$ cat config.mk
export PLATFORM = sky130hd
export DESIGN_NAME = tag_sector_protect_activity_pin
export DESIGN_NICKNAME = d
export VERILOG_FILES = /design/src/sector_guard_pkg.sv /design/src/rf_activity_pin.sv /design/src/tag_sector_protect_activity_pin.sv
export SDC_FILE = /design/constraint.sdc
export NUM_CORES = 1
export LEC_CHECK = 0
export BUFFER_PORTS_ARGS = -buffer_cell sky130_fd_sc_hd__buf_2
export CORE_MARGIN = 4
export CORE_UTILIZATION = 40
export DETAILED_ROUTE_END_ITERATION = 16
export GPL_TIMING_DRIVEN = 1
export PLACE_DENSITY = 0.76
export SYNTH_ARGS = -nofsm -noshare
export SYNTH_HDL_FRONTEND = slang
export SYNTH_SLANG_ARGS = --single-unit
$ cat constraint.sdc
create_clock -name i_clk -period 2.26 [get_ports i_clk]
set_clock_uncertainty 0.1 [all_clocks]
set_input_delay 0.452 -clock i_clk [delete_from_list [all_inputs] [get_ports i_clk]]
set_output_delay 0.452 -clock i_clk [all_outputs]
set_load 0.03 [all_outputs]
$ cat src/sector_guard_pkg.sv
// Constants and carrier types for the tag sector protection and activity pin block.
// Assumes one 50 MHz clock domain; RF and I2C front ends deliver decoded one-cycle events.
package sector_guard_pkg;

    // ==========================================================
    // System area map
    localparam logic [11:0] WP_LOW_ADDR = 12'h800;
    localparam logic [11:0] WP_HIGH_ADDR = 12'h801;
    localparam logic [11:0] CFG_ADDR = 12'h910;
    localparam logic [11:0] CTRL_ADDR = 12'h920;
    localparam logic [15:0] WP_RESET = 16'h0000;
    localparam logic [7:0] CFG_RESET = 8'h00;

    // ==========================================================
    // Field positions
    localparam int CFG_PIN_MODE_BIT = 3;
    localparam int CFG_HARVEST_MODE_BIT = 2;
    localparam int CTRL_HARVEST_BIT = 0;
    localparam int CTRL_FIELD_BIT = 1;
    localparam int CTRL_PROG_BIT = 7;
    localparam int SSS_LOCK_BIT = 0;
    localparam int SSS_RW_LSB = 1;
    localparam int SSS_PWD_LSB = 3;

    // ==========================================================
    // Carrier types
    typedef struct packed {
        logic sof;
        logic crc_done;
        logic bad_cmd;
        logic exec_done;
        logic is_write;
        logic answer_start;
    } rf_events_t;

    typedef struct packed {
        logic valid;
        logic [1:0] pwd_id;
        logic correct;
    } rf_present_t;

    typedef struct packed {
        logic req;
        logic wr;
        logic sys_sel;
        logic [11:0] addr;
        logic [7:0] wdata;
    } i2c_access_t;

    typedef enum logic [2:0] {
        PIN_IDLE = 3'b001,
        PIN_HOLD = 3'b010,
        PIN_WIP = 3'b100
    } pin_state_t;

endpackage : sector_guard_pkg

$ cat src/rf_activity_pin.sv
// Open-drain activity pin sequencer in busy or write-in-progress mode.
// Assumes RF events are one-cycle pulses from the RF front end.
`timescale 1ns/100ps
module rf_activity_pin
    import sector_guard_pkg::*;
(
    input wire logic i_clk,
    input wire logic i_reset,
    input wire logic i_wip_mode,
    input wire logic i_field_on,
    input wire rf_events_t i_rf,
    output logic o_pin_oe
);

    // ==========================================================
    // State
    pin_state_t state_ff;
    pin_state_t nxt_state;
    logic oe_ff;
    logic nxt_oe;

    always_comb begin
        nxt_state = state_ff;
        unique case (state_ff)
            PIN_IDLE: begin
                if (!i_wip_mode && i_rf.sof) begin
                    nxt_state = PIN_HOLD;
                end else if (i_wip_mode && i_rf.exec_done && i_rf.is_write
                             && !i_rf.bad_cmd) begin
                    nxt_state = PIN_WIP;
                end
            end
            PIN_HOLD: begin
                if (i_rf.exec_done || (i_rf.bad_cmd && i_rf.crc_done)) begin
                    nxt_state = PIN_IDLE;
                end
            end
            PIN_WIP: begin
                if (i_rf.answer_start) begin
                    nxt_state = PIN_IDLE;
                end
            end
            default: nxt_state = PIN_IDLE;
        endcase
        // Field loss ends any activity, and I2C traffic never starts one.
        if (!i_field_on) begin
            nxt_state = PIN_IDLE;
        end
        // Pin released in all other cases.
        nxt_oe = (nxt_state != PIN_IDLE);
    end

    always_ff @(posedge i_clk or posedge i_reset) begin
        if (i_reset) begin
            state_ff <= PIN_IDLE;
            oe_ff <= 1'b0;
        end else begin
            state_ff <= nxt_state;
            oe_ff <= nxt_oe;
        end
    end

    assign o_pin_oe = oe_ff;

endmodule : rf_activity_pin

$ cat src/tag_sector_protect_activity_pin.sv
// Sector access control, system registers and activity pin of a dual-interface tag.
// Assumes decoded I2C byte accesses and RF events arrive as one-cycle pulses.
`timescale 1ns/100ps
module tag_sector_protect_activity_pin
    import sector_guard_pkg::*;
#(
    parameter int SECTORS = 16
) (
    input wire logic i_clk,
    input wire logic i_reset,
    input wire i2c_access_t i_i2c,
    input wire logic i_i2c_pwd_ok,
    input wire logic [7:0] i_sector_status [SECTORS],
    input wire rf_present_t i_rf_present,
    input wire rf_events_t i_rf,
    input wire logic i_field_on,
    input wire logic i_prog_ok,
    input wire logic i_rf_cfg_wr,
    input wire logic [7:0] i_rf_cfg_data,
    input wire logic i_rf_harvest_wr,
    input wire logic i_rf_harvest_val,
    input wire logic [3:0] i_sector_sel,
    output logic [7:0] o_rdata,
    output logic o_rdata_valid,
    output logic o_write_allowed,
    output logic [SECTORS-1:0] o_rf_read_ok,
    output logic [SECTORS-1:0] o_rf_write_ok,
    output logic [7:0] o_config,
    output logic o_harvest_enable,
    output logic o_rf_activity_pin_out,
    output logic o_rf_activity_pin_oe
);

    // ==========================================================
    // Register storage
    logic [15:0] wp_ff;
    logic [15:0] nxt_wp;
    logic [7:0] cfg_ff;
    logic [7:0] nxt_cfg;
    logic harvest_ff;
    logic nxt_harvest;
    logic boot_ff;
    logic nxt_boot;
    logic [2:0] pwd_open_ff;
    logic [2:0] nxt_pwd_open;
    logic [7:0] rdata_ff;
    logic [7:0] nxt_rdata;
    logic rvalid_ff;
    logic nxt_rvalid;
    logic wallow_ff;
    logic nxt_wallow;
    logic [SECTORS-1:0] rd_ok_ff;
    logic [SECTORS-1:0] nxt_rd_ok;
    logic [SECTORS-1:0] wr_ok_ff;
    logic [SECTORS-1:0] nxt_wr_ok;
    logic sys_wr;
    logic [7:0] ctrl_view;
    logic user_wr;
    logic [3:0] user_sector;

    assign sys_wr = i_i2c.req && i_i2c.wr && i_i2c.sys_sel;
    assign user_wr = i_i2c.req && i_i2c.wr && !i_i2c.sys_sel;
    assign user_sector = i_i2c.addr[10:7];
    assign ctrl_view = {i_prog_ok, 5'h00, i_field_on, harvest_ff};

    // ==========================================================
    // I2C system area and RF configuration writes
    always_comb begin
        nxt_wp = wp_ff;
        nxt_cfg = cfg_ff;
        nxt_harvest = harvest_ff;
        nxt_boot = 1'b0;
        nxt_rdata = 8'h00;
        nxt_rvalid = 1'b0;
        nxt_wallow = 1'b0;
        if (sys_wr) begin
            unique case (i_i2c.addr)
                WP_LOW_ADDR: begin
                    // Clearing is always honoured; setting waits for the password.
                    nxt_wp[7:0] = i_i2c_pwd_ok ? i_i2c.wdata : (wp_ff[7:0] & i_i2c.wdata);
                end
                WP_HIGH_ADDR: begin
                    nxt_wp[15:8] = i_i2c_pwd_ok ? i_i2c.wdata : (wp_ff[15:8] & i_i2c.wdata);
                end
                CFG_ADDR: nxt_cfg = i_i2c.wdata;
                CTRL_ADDR: nxt_harvest = i_i2c.wdata[CTRL_HARVEST_BIT];
                default: ;
            endcase
        end
        if (i_rf_cfg_wr) begin
            nxt_cfg = i_rf_cfg_data;
        end
        if (i_rf_harvest_wr) begin
            nxt_harvest = i_rf_harvest_val;
        end
        // Harvesting default takes the inverse of the stored mode bit once after reset release.
        if (boot_ff) begin
            nxt_harvest = !cfg_ff[CFG_HARVEST_MODE_BIT];
        end
        if (i_i2c.req && !i_i2c.wr && i_i2c.sys_sel) begin
            nxt_rvalid = 1'b1;
            unique case (i_i2c.addr)
                WP_LOW_ADDR: nxt_rdata = wp_ff[7:0];
                WP_HIGH_ADDR: nxt_rdata = wp_ff[15:8];
                CFG_ADDR: nxt_rdata = cfg_ff;
                CTRL_ADDR: nxt_rdata = ctrl_view;
                default: nxt_rdata = 8'h00;
            endcase
        end
        // The user-area write gate is answered per access.
        if (user_wr) begin
            nxt_wallow = !wp_ff[user_sector] || i_i2c_pwd_ok;
        end
    end

    // ==========================================================
    // RF password state and sector rights
    always_comb begin
        nxt_pwd_open = pwd_open_ff;
        if (i_rf_present.valid) begin
            if (i_rf_present.correct && i_rf_present.pwd_id != 2'b00) begin
                nxt_pwd_open = 3'b000;
                nxt_pwd_open[i_rf_present.pwd_id - 2'd1] = 1'b1;
            end else begin
                nxt_pwd_open = 3'b000;
            end
        end
    end

    genvar g;
    generate
        for (g = 0; g < SECTORS; g++) begin : g_sector
            logic [1:0] pwd_sel;
            logic [1:0] rw_code;
            logic granted;
            assign pwd_sel = i_sector_status[g][SSS_PWD_LSB +: 2];
            assign rw_code = i_sector_status[g][SSS_RW_LSB +: 2];
            assign granted = (pwd_sel != 2'b00) && pwd_open_ff[pwd_sel - 2'd1];
            always_comb begin
                if (!i_sector_status[g][SSS_LOCK_BIT]) begin
                    nxt_rd_ok[g] = 1'b1;
                    nxt_wr_ok[g] = 1'b1;
                end else begin
                    nxt_rd_ok[g] = granted || rw_code[1] == 1'b0;
                    nxt_wr_ok[g] = granted ? (rw_code != 2'b11) : (rw_code == 2'b01);
                end
            end
        end
    endgenerate

    always_ff @(posedge i_clk or posedge i_reset) begin
        if (i_reset) begin
            wp_ff <= WP_RESET;
            cfg_ff <= CFG_RESET;
            harvest_ff <= 1'b0;
            boot_ff <= 1'b1;
            pwd_open_ff <= 3'b000;
            rdata_ff <= 8'h00;
            rvalid_ff <= 1'b0;
            wallow_ff <= 1'b0;
            rd_ok_ff <= '0;
            wr_ok_ff <= '0;
        end else begin
            wp_ff <= nxt_wp;
            cfg_ff <= nxt_cfg;
            harvest_ff <= nxt_harvest;
            boot_ff <= nxt_boot;
            pwd_open_ff <= nxt_pwd_open;
            rdata_ff <= nxt_rdata;
            rvalid_ff <= nxt_rvalid;
            wallow_ff <= nxt_wallow;
            rd_ok_ff <= nxt_rd_ok;
            wr_ok_ff <= nxt_wr_ok;
        end
    end

    // ==========================================================
    // Activity pin
    rf_activity_pin u_pin (
        .i_clk(i_clk),
        .i_reset(i_reset),
        .i_wip_mode(cfg_ff[CFG_PIN_MODE_BIT]),
        .i_field_on(i_field_on),
        .i_rf(i_rf),
        .o_pin_oe(o_rf_activity_pin_oe)
    );

    assign o_rdata = rdata_ff;
    assign o_rdata_valid = rvalid_ff;
    assign o_write_allowed = wallow_ff;
    assign o_rf_read_ok = rd_ok_ff;
    assign o_rf_write_ok = wr_ok_ff;
    assign o_config = cfg_ff;
    assign o_harvest_enable = harvest_ff;
    // Open drain: the pin only ever pulls low.
    assign o_rf_activity_pin_out = 1'b0;

endmodule : tag_sector_protect_activity_pin

==> summary.md, run 1 <==
| Metric | Value |
|---|---|
| Startpoint types | `input pin` |
| Crit path required time | `2.39 ns` |
| Synthesis warning total | `0` |
| Logic pwr share | `a little under a fifth` |
| Height of the die | `110 µm` |
| Setup repair after global routing missed its margin | `no` |
| Netlist area before placement | `4170 µm²` |
| Area of combinational cells with multiple inputs | `2050 µm²` |
| Clk_lat worst skew | `around 0.35 ns` |
| Detailed-route via count | `approximately 3.8k` |
| Biggest area contributors in the synthesized netlist | `dfrtp_1 (44%), nand2b_1 (5.2%), ha_1 (4.8%)` |
| Primary FF master, synth | `dfrtp_1` |
| Length in cells of the worst reg-to-reg path | `3` |
| Average wire length per cell after detail routing | `15.6 µm` |
| Final count of pins violating max slew | `0` |
| Post-synth top area share | `43.8%` |
| Maximum resistive drop on vdd | `0.000320 V` |
| TritonCTS clock tree | `built` |
| Initial antenna violation count | `0` |
| Antenna cell count | `0` |
| Resize count post-CTS | `0` |
| Drt initial violations | `171` |
| Run status | `completed` |
| Flops & latches, synth | `75` |
| FILL cells | `around 940` |
| Via density per instance | `5.20` |
| Gp weighted congestion | `about 0.85` |
| Number of global-route vias before repair | `3970` |
| Part of the Yosys area used for sequential elements | `45.1%` |
| Count of different cell masters after synthesis | `51` |
| Area inside the core boundary | `10200 µm²` |
| Worst hold path class | `input pin to asynchronous set/reset pin` |
| Final standard cell area without fillers | `5440 µm²` |
| Number of clock sinks | `75` |
| Max Buffers Root-to-Sink | `2` |
| Biggest area consumer among synthesized cells | `dfrtp_1` |
| Pin count of the biggest net entering global routing | `76` |
| Total wire length | `approximately 11000 µm` |
| Overall track demand over capacity in global routing | `a little under a fifth` |
| Internal power contribution | `roughly 2.2 mW` |
| Nets@finish | `between 700 and 800` |
| Wire length of the first global-routing pass | `~18000 µm` |
| Startpoint of the worst-slack reg-to-reg timing path | `wp_ff[13]` |
| Number of buffers added by the clock tree synthesis step | `9` |
| Count of mapped cells out of synthesis | `406` |
| Remaining global-route overflow | `0` |
| Clock transition at the register clock pins on the worst setup and hold paths after CTS | `roughly 0.090 ns` |
| Number of failing setup endpoints in the final timing report | `0` |
| Hold bufs inserted after CTS | `0` |
| Fin. Hold Viols | `0` |
| Placed wire-length estimate after detailed placement | `~9100 µm` |
| Worst hold-check slack | `0.102 ns` |
| Count of antenna-violating nets left after detailed routing | `0` |
| Slew HR | `59.4%` |
| Commonest cells in the synthesized netlist | `dfrtp_1 (73), inv_1 (38), nand2b_1 (35)` |
| Sequential group share of total power | `46.4%` |
| Number of detailed-routing iterations run before antenna repair | `4` |
| Critical path type | `input pin to flip-flop` |
| Number of flops mapped to enable cells by yosys | `0` |
| DIE WIDTH | `roughly 110 µm` |
| Transition at the pin with the smallest max-transition slack | `0.609 ns` |
| Time the final worst path needs with I/O delays and setup | `1.90 ns` |
| Peak Freq | `0.527 GHz` |
| Switching part of the total | `between 30% and 40%` |
| DIE AREA | `12100 µm²` |
| Remaining routing DRC violations | `0` |
| Max FO, Critical Path | `10` |
| Reg-to-reg setup timing slack | `0.53 ns` |
| Share of flip-flops with an asynchronous set or reset after synthesis | `100%` |
| Post-CTS setup buffer count | `0` |
| Most frequent cell after synthesis | `dfrtp_1` |
| Pwr Density | `575 nW/µm²` |
| Terminus of the critical flop-to-flop path | `o_write_allowed` |
| Per-instance average area after synthesis | `10.3 µm²` |
| Share of total power in the clock network | `~34%` |
| Post-detailed-placement cell area | `5230 µm²` |
| Final TNS setup | `0 ns` |
| Data arrival at the endpoint of the critical path | `2.03 ns` |
| Max-Cap Viols | `0` |
| Fraction of layout cells with a size suffix above 1 | `37.7%` |
| H-tree level count | `3` |
| Part of the cycle the worst path needs | `83.9%` |
| Kind of capture point of the worst setup path | `flip-flop` |
| Count of pins on the block boundary | `234` |
| Rows | `37` |
| Initial core utilization | `40.8%` |
| Static Leak | `between 2 and 3 nW` |
| Psw | `0.947 mW` |
| Register area | `1880 µm²` |
| Buffers on Ports | `180` |
| Root Driver | `clkbuf_8` |
| Area growth syn-to-layout | `30.3%` |
==> cell families after synthesis <==
family                   after synthesis  synth area share, %
AND/OR/NAND/NOR                      126                 19.5
AO/OA/AOI/OAI                        102                 16.3
flip-flops                            75                 45.1
buffers and inverters                 57                 6.00
adder cells (fa/ha/maj)               16                 4.80
other                                  1               0.0899
multiplexers                          29                 8.19
==> state kept, by name, summed over array words and instances (netlist names) <==
name / count
o_rf_read_ok: 16
o_rf_write_ok: 16
wp_ff: 16
o_config: 8
o_rdata: 8
pwd_open_ff: 3
u_pin.state_ff: 3
boot_ff: 1
o_harvest_enable: 1
o_rdata_valid: 1
o_write_allowed: 1
u_pin.o_pin_oe: 1
==> through the flow <==
step / power [mW] / setup WS [ns] / utilization [%] / std cells
floorplan: 1.82 / 0.192 / - / 407
global placement: 2.06 / 0.0332 / 51.1 / 714
detailed placement: 2.08 / 0.00112 / 51.1 / 714
CTS: 3.17 / 0.383 / 53.1 / 730
global route: 3.29 / 0.319 / 53.1 / 730
finish: 3.12 / 0.363 / 53.1 / 730
==> critical path, stage by stage <==
cell and delay (ns):
buf_2 0.11, or4b_4 0.57, nor4_4 0.27, buf_4 0.25
nand3b_4 0.15, o22a_1 0.23
==> power groups by stage <==
| stage | clock [mW] | combinational (mW) | sequential, mW |
|---|---|---|---|
| floorplan | 0 | 0.249 | 1.57 |
| global placement | 0 | 0.582 | 1.47 |
| detailed placement | 0 | 0.602 | 1.48 |
| CTS | 1.11 | 0.606 | 1.45 |
| global route | 1.17 | 0.664 | 1.46 |
| finish | 1.07 | 0.600 | 1.45 |
==> area by class of cell <==
cell class | count | share of cell area, %
Timing Repair Buffer | 190 | 18.2
Clock buffer | 9 | 2.28
Sequential cell | 75 | 34.6
Multi-Input combinational cell | 275 | 37.6
Clock inverter | 7 | 1.50
Inverter | 38 | 2.69
Tap cell | 136 | 3.13
==> per-layer routing <==
layer	vias up	routed length (µm)	share of wire, %	track usage (%)
li1	1827	-	-	-
met5	-	0	0	0
met4	0	217	1.9	7.48
met2	157	5730	50	34.3
met3	17	1140	10	6.41
met1	1796	4300	38	20.7
==> worst max-delay path by stage <==
stage | from | to | slack, ns | depth (start not counted)
2_1_floorplan | i_i2c[15] | wp_ff[0] | 0.19 | 6
3_3_place_gp | i_i2c[14] | wp_ff[0] | 0.03 | 6
3_5_place_dp | i_i2c[14] | wp_ff[7] | 0.001 | 6
4_1_cts | i_i2c[14] | wp_ff[7] | 0.38 | 6
5_1_grt | i_i2c[14] | wp_ff[7] | 0.32 | 6
6_report | i_i2c[14] | wp_ff[7] | 0.36 | 6
==> cells in the final DEF, fill, tap and decap left out, drive strengths merged, types with 7 or more instances in the layout <==
cell type,instances
buf,190
a31oi,9
a21oi,10
nor2b,13
a22oi,7
nand3,18
nand2,9
inv,41
o211ai,17
dfrtp,73
clkbuf,9
ha,16
o22a,16
nor2,11
nand2b,35
mux2i,18
o21ai,31
nand3b,17
mux2,8
Power figures use the tool's default switching activity.
==> run 2: changes to the inputs <==
- clock period: 2.26 -> 1.54 ns (I/O delays scaled with it)
==> run 2 against run 1 <==
  * The run now ends with setup timing left
  * Via count is 4.7% higher
  * Sequential share of layout area is 2.0 points lower
  * Utilization is 3.2 points higher
  * Largest cell class unchanged
==> summary.md, run 2 (same netlist as run 1, synthesis figures left out) <==
| Metric | Value |
|---|---|
| Total buffers and inverters traversed by the critical path | `2 (unchanged)` |
| Most common cell after layout, fill and taps aside | `buf_2` |
| Area inside the core boundary | `10200 µm² (unchanged)` |
| Stage delay of the slowest cell on the critical path | `0.55 ns (-0.02 ns)` |
| Pin count of the biggest net entering global routing | `76 (unchanged)` |
| Count of pins on the block boundary | `234 (unchanged)` |
| Detailed-route via count | `3976 (+4.7%)` |
| Remaining routing DRC violations | `0 (unchanged)` |
| Startpoint of the worst-slack reg-to-reg timing path | `wp_ff[12]` |
| Register area | `1880 µm² (unchanged)` |
| Kind of cell adding the most delay to the critical path | `simple AND/OR/NAND/NOR gates` |
| Crit path required time | `1.69 ns (-0.70 ns)` |
| Final count of pins violating max slew | `0 (unchanged)` |
| Crit path depth | `6 (unchanged)` |
| Remaining global-route overflow | `0 (unchanged)` |
| TritonCTS clock tree | `built` |
| Drt initial violations | `187 (+9.4%)` |
| Violations in the final reports | `setup timing` |
| Pwr Density | `840 nW/µm² (+46%)` |
| Run status | `finished, violations left` |
| Initial antenna violation count | `1 (+1)` |
| DIE AREA | `12100 µm² (unchanged)` |
| Psw | `1.41 mW (+49%)` |
| Nets@finish | `813 (+3.4%)` |
| Clk_lat worst skew | `0.36 ns (about the same)` |
| Terminus of the critical flop-to-flop path | `o_write_allowed` |
| Length in cells of the worst reg-to-reg path | `3 (unchanged)` |
| Max-Cap Viols | `0 (unchanged)` |
| Kind of capture point of the worst setup path | `flip-flop` |
| Via density per instance | `5.25 (+0.85%)` |
| Number of failing setup endpoints in the final timing report | `16 (+16)` |
| Rows | `37 (unchanged)` |
| Max Buffers Root-to-Sink | `2 (unchanged)` |
| Commonest cells after routing, fill and taps aside | `buf_2 (179), dfrtp_1 (73), inv_1 (37), nand2b_1 (35), buf_4 (31)` |
| Area of combinational cells with multiple inputs | `2110 µm² (+3.1%)` |
| FILL cells | `927 (-1.1%)` |
| Setup repair after global routing missed its margin | `yes` |
| Root Driver | `clkbuf_8` |
| Final Power | `4.84 mW (+55%)` |
| Fin. Hold Viols | `0 (unchanged)` |
| Placed wire-length estimate after detailed placement | `9490 µm (+4.4%)` |
| Wire length of the first global-routing pass | `18900 µm (+4.7%)` |
| Static Leak | `2.83 nW (+6.4%)` |
| Height of the die | `110 µm (unchanged)` |
| Maximum resistive drop on vdd | `0.000526 V (+64%)` |
| Clock transition at the register clock pins on the worst setup and hold paths after CTS | `0.09 ns (about the same)` |
| Initial core utilization | `40.8% (unchanged)` |
| CP max stage cell | `or4b_4` |
| Number of clock sinks | `75 (unchanged)` |
| Number of buffers added by the clock tree synthesis step | `9 (unchanged)` |
| Switching part of the total | `29.2% (-1.1 points)` |
| Count of antenna-violating nets left after detailed routing | `0 (unchanged)` |
| Start point of the critical path | `i_i2c[18]` |
| Fraction of layout cells with a size suffix above 1 | `42.4% (+4.6 points)` |
| Buffers on Ports | `180 (unchanged)` |
| Sequential group share of total power | `43.5% (-2.9 points)` |
| Post-route worst setup slack | `-0.0636 ns (-0.427 ns)` |
| DP Worst Slack | `-0.516 ns (-0.517 ns)` |
| Internal power contribution | `3.43 mW (+58%)` |
| Average wire length per cell after detail routing | `16.1 µm (+3.5%)` |
| Gp weighted congestion | `0.877 (+3.6%)` |
| Number of detailed-routing iterations run before antenna repair | `4 (unchanged)` |
| Share of total power in the clock network | `36.8% (+2.4 points)` |
| Total wire length | `12200 µm (+7.5%)` |
| Data arrival at the endpoint of the critical path | `1.75 ns (-0.28 ns)` |
| H-tree level count | `3 (unchanged)` |
| Part of the cycle the worst path needs | `104%` |
| Worst setup path endpoint | `wp_ff[7]` |
| Startpoint types | `input pin` |
| Peak Freq | `0.624 GHz` |
| Critical path type | `input pin to flip-flop` |
| Critical Path, Cell by Cell | `buf_6 > or4b_4 > nor4_4 > buf_6 > nand3b_4 > o22a_1` |
| Logic pwr share | `19.7% (+0.5 points)` |
| Most frequent cell on the critical path | `buf_6` |
| Time the final worst path needs with I/O delays and setup | `around 1.6 ns` |
| Worst hold path class | `input pin to flip-flop` |
| Overall track demand over capacity in global routing | `20.2% (+1.1 points)` |
| Max FO, Critical Path | `8 (-2)` |
| DIE WIDTH | `110 µm (unchanged)` |
| Number of global-route vias before repair | `4121 (+3.8%)` |
| Reg-to-reg setup timing slack | `0.01 ns (-0.52 ns)` |
| Area growth syn-to-layout | `38.2%` |
## run 2: repair_timing
action,4_1_cts,5_1_grt
pin swaps,9,4
hold buffers,1,0
buffers inserted,1,0
setup endpoints to repair,19,35
endpoints found under the hold margin,73,0
gates resized for setup,5,13
## run 2: power by group through the flow
stage	registers [mW]	logic, mW	clock network [mW]
2_1_floorplan	2.30	0.367	0
3_3_place_gp	2.14	0.914	0
3_5_place_dp	2.14	0.944	0
4_1_cts	2.11	0.956	1.83
5_1_grt	2.12	1.05	1.91
6_report	2.11	0.956	1.78
## run 2: final cells by class
cell class                 instances  share of cell area [%]
timing repair buffer             217                    21.2
multi-input combinational        275                    36.6
clock inverter                     6                    1.65
inverter                          38                    2.54
clock buffer                      10                    2.39
sequential                        75                    32.6
tap                              136                    2.95
antenna                            1                  0.0434
## run 2: layer usage
metal	track usage (%)	share of wire, %	up-vias
met5	0	0	-
met3	6.46	11	34
met2	34.7	50	191
li1	-	-	1882
met4	9.15	2.5	0
met1	22.7	37	1869
## run 2: metrics by stage
stage	utilization (%)	hold WS [ns]	instance area, µm²	setup TNS [ns]	cells
finish	56.3	0.0325	5760	-0.506	758
global route	56.3	0.0139	5760	-1.36	758
CTS	55.8	0.0121	5710	-0.190	757
detailed placement	53.1	0.356	5440	-13.93	739
global placement	53.1	0.348	5440	-12.62	739
floorplan	-	0.285	4190	-8.85	407
## run 2: worst min path at each step
| stage | start | to | slack [ns] | cells past startpoint |
|---|---|---|---|---|
| after floorplan | i_i2c[21] | o_rdata_valid | 0.28 | 1 |
| after global placement | i_reset | o_rf_write_ok[14] | 0.35 | 3 |
| after detailed placement | i_reset | o_rf_read_ok[14] | 0.36 | 3 |
| after CTS | i_sector_status[32] | o_rf_read_ok[11] | 0.01 | 2 |
| after global routing | i_sector_status[88] | o_rf_read_ok[4] | 0.01 | 2 |
| final | i_sector_status[32] | o_rf_read_ok[11] | 0.03 | 2 |
==> run 3: changes to the inputs <==
- CORE_UTILIZATION: 40 -> 45
- PLACE_DENSITY: 0.76 -> 0.81
- clock period: 1.54 -> 1.8 ns (I/O delays scaled with it)
==> run 3 against run 2 <==
  * The run ends with hold timing left
  * Combinational power down 18%
  * Cell area shrank 4.1%
  * Sequential power fell by 14%
  * Sequential cell count unchanged
  * Hold slack got worse by 0.035 ns
  * Critical endpoint is now wp_ff[0]
  * Utilization is 5.8 points higher
  * Wire length shrank 6.3%
  * Highest routed layer unchanged
  * Final cell count down 5.5%
==> summary.md, run 3 (same netlist as run 1, synthesis figures left out) <==
| Metric | Value |
|---|---|
| Run status | `finished, violations left` |
| Violations in the final reports | `hold timing` |
| Max FO, Critical Path | `8 (unchanged)` |
| Transition at the pin with the smallest max-transition slack | `around 0.70 ns` |
| Wire length of the first global-routing pass | `18900 µm (unchanged)` |
| Terminus of the critical flop-to-flop path | `o_write_allowed` |
| Remaining routing DRC violations | `0 (unchanged)` |
| Number of failing setup endpoints in the final timing report | `0 (-16)` |
| Maximum resistive drop on vdd | `0.000428 V (-19%)` |
| Antenna cell count | `0 (-1)` |
| Area growth syn-to-layout | `32.5%` |
| Hold bufs inserted after CTS | `0 (-1)` |
| Rows | `34 (-8.1%)` |
| Slew HR | `53.2%` |
| Reg-to-reg setup timing slack | `0.08 ns (+0.07 ns)` |
| Post-detailed-placement cell area | `5300 µm² (-2.5%)` |
| Worst hold path class | `input pin to asynchronous set/reset pin` |
| Worst hold-check slack | `-0.00270 ns (-0.0352 ns)` |
| Final standard cell area without fillers | `5530 µm² (-4.1%)` |
| Kind of capture point of the worst setup path | `flip-flop` |
| Peak Freq | `between 0.5 and 0.6 GHz` |
| DIE AREA | `10900 µm² (-10%)` |
| Average wire length per cell after detail routing | `16.0 µm (-0.84%)` |
| Nets@finish | `800 (-1.6%)` |
| Number of detailed-routing iterations run before antenna repair | `4 (unchanged)` |
| Drt initial violations | `129 (-31%)` |
| Max-Cap Viols | `0 (unchanged)` |
| Root Driver | `clkbuf_8` |
| Fin. Hold Viols | `1 (+1)` |
| Clk_lat worst skew | `0.34 ns (-0.02 ns)` |
| Clock transition at the register clock pins on the worst setup and hold paths after CTS | `0.08 ns (about the same)` |
| Part of the cycle the worst path needs | `98.1%` |
| Count of pins on the block boundary | `234 (unchanged)` |
| Count of antenna-violating nets left after detailed routing | `0 (unchanged)` |
| Via density per instance | `5.39 (+2.8%)` |
| Start point of the critical path | `i_i2c[14]` |
| Static Leak | `2.74 nW (-3.3%)` |
| Initial antenna violation count | `0 (-1)` |
| Number of buffers added by the clock tree synthesis step | `9 (unchanged)` |
| Number of clock sinks | `75 (unchanged)` |
| Crit path required time | `1.92 ns (+0.23 ns)` |
| Placed wire-length estimate after detailed placement | `9230 µm (-2.8%)` |
| Buffers on Ports | `180 (unchanged)` |
| Critical path type | `input pin to flip-flop` |
| Number of global-route vias before repair | `4112 (-0.22%)` |
| Length in cells of the worst reg-to-reg path | `3 (unchanged)` |
| Time the final worst path needs with I/O delays and setup | `~1.8 ns` |
| Remaining global-route overflow | `0 (unchanged)` |
| Total wire length | `11500 µm (-6.3%)` |
| Fraction of layout cells with a size suffix above 1 | `39.5% (-2.9 points)` |
| Most common cell after layout, fill and taps aside | `buf_2` |
| Overall track demand over capacity in global routing | `21.0% (+0.88 points)` |
| Worst setup path endpoint | `wp_ff[0]` |
| Initial core utilization | `46.9% (+6.1 points)` |
| DP Worst Slack | `-0.326 ns (+0.190 ns)` |
| Height of the die | `104 µm (-5.3%)` |
| Area inside the core boundary | `8890 µm² (-13%)` |
| Max Buffers Root-to-Sink | `2 (unchanged)` |
| Pwr Density | `731 nW/µm² (-13%)` |
| Commonest cells after routing, fill and taps aside | `buf_2 (180), dfrtp_1 (73), inv_1 (37), nand2b_1 (35), o21ai_0 (30)` |
| DIE WIDTH | `104 µm (-5.3%)` |
| Pin count of the biggest net entering global routing | `76 (unchanged)` |
| Post-route worst setup slack | `0.0343 ns (+0.0980 ns)` |
| H-tree level count | `3 (unchanged)` |
| Detailed-route via count | `3860 (-2.9%)` |
| Data arrival at the endpoint of the critical path | `1.89 ns (+0.14 ns)` |
| Gp weighted congestion | `0.864 (-1.5%)` |
| TritonCTS clock tree | `built` |
| Startpoint of the worst-slack reg-to-reg timing path | `wp_ff[13]` |
| Startpoint types | `input pin` |
| Final count of pins violating max slew | `0 (unchanged)` |
[run 3: metrics by stage]
step / instances / hold WS [ns] / total power [mW] / utilization (%) / TNS (ns)
floorplan: 407 / 0.337 / 2.28 / - / -2.64
global placement: 700 / 0.388 / 2.60 / 59.6 / -5.94
detailed placement: 700 / 0.403 / 2.63 / 59.6 / -7.23
CTS: 716 / 0.0241 / 4.08 / 62.1 / 0
global route: 716 / 0.0356 / 4.23 / 62.1 / -0.0235
finish: 716 / -0.00270 / 4.04 / 62.1 / 0
[run 3: repair_timing]
item                                    CTS  global route
setup buffers                             0             0
resized for setup                         0             2
endpoints found under the setup margin    0            16
[run 3: cell type report]
| cell class | count | area (µm²) |
|---|---|---|
| clock buffers | 9 | 124 |
| clock inverters | 7 | 98.8 |
| fillers | 710 | 3370 |
| inverters | 38 | 146 |
| multi-input cells | 275 | 2050 |
| flip-flops and latches | 75 | 1880 |
| well taps | 108 | 135 |
| repair buffers | 204 | 1090 |
[run 3: power breakdown]
| group | total, mW | internal, mW | switching, mW |
|---|---|---|---|
| combinational | 0.786 | 0.321 | 0.465 |
| sequential | 1.81 | 1.76 | 0.0429 |
| clock | 1.45 | 0.790 | 0.657 |
[run 3: worst min-delay path by stage]
stage	startpoint	to	slack [ns]	depth (start not counted)
after floorplan	i_i2c[21]	o_rdata_valid	0.34	1
after global placement	wp_ff[7]	wp_ff[7]	0.39	1
after detailed placement	i_reset	u_pin.state_ff[1]	0.40	3
after CTS	i_reset	u_pin.state_ff[1]	0.02	3
after global routing	i_reset	u_pin.state_ff[2]	0.04	3
final	i_reset	u_pin.state_ff[1]	-0.003	3
[run 3: worst max-delay path: stages]
cell,delay (ns)
buf_2,0.11
or4b_4,0.56
nor4_4,0.31
buf_4,0.20
nand3b_4,0.12
o22a_1,0.22
[run 3: layer usage]
| metal | vias to the layer above | routed length, µm | GRT usage (%) |
|---|---|---|---|
| met2 | 180 | 5800 | 37.8 |
| met5 | - | 0 | 0 |
| met3 | 21 | 1120 | 7.32 |
| met1 | 1806 | 4380 | 23.2 |
| met4 | 0 | 165 | 6.74 |
| li1 | 1853 | - | - |
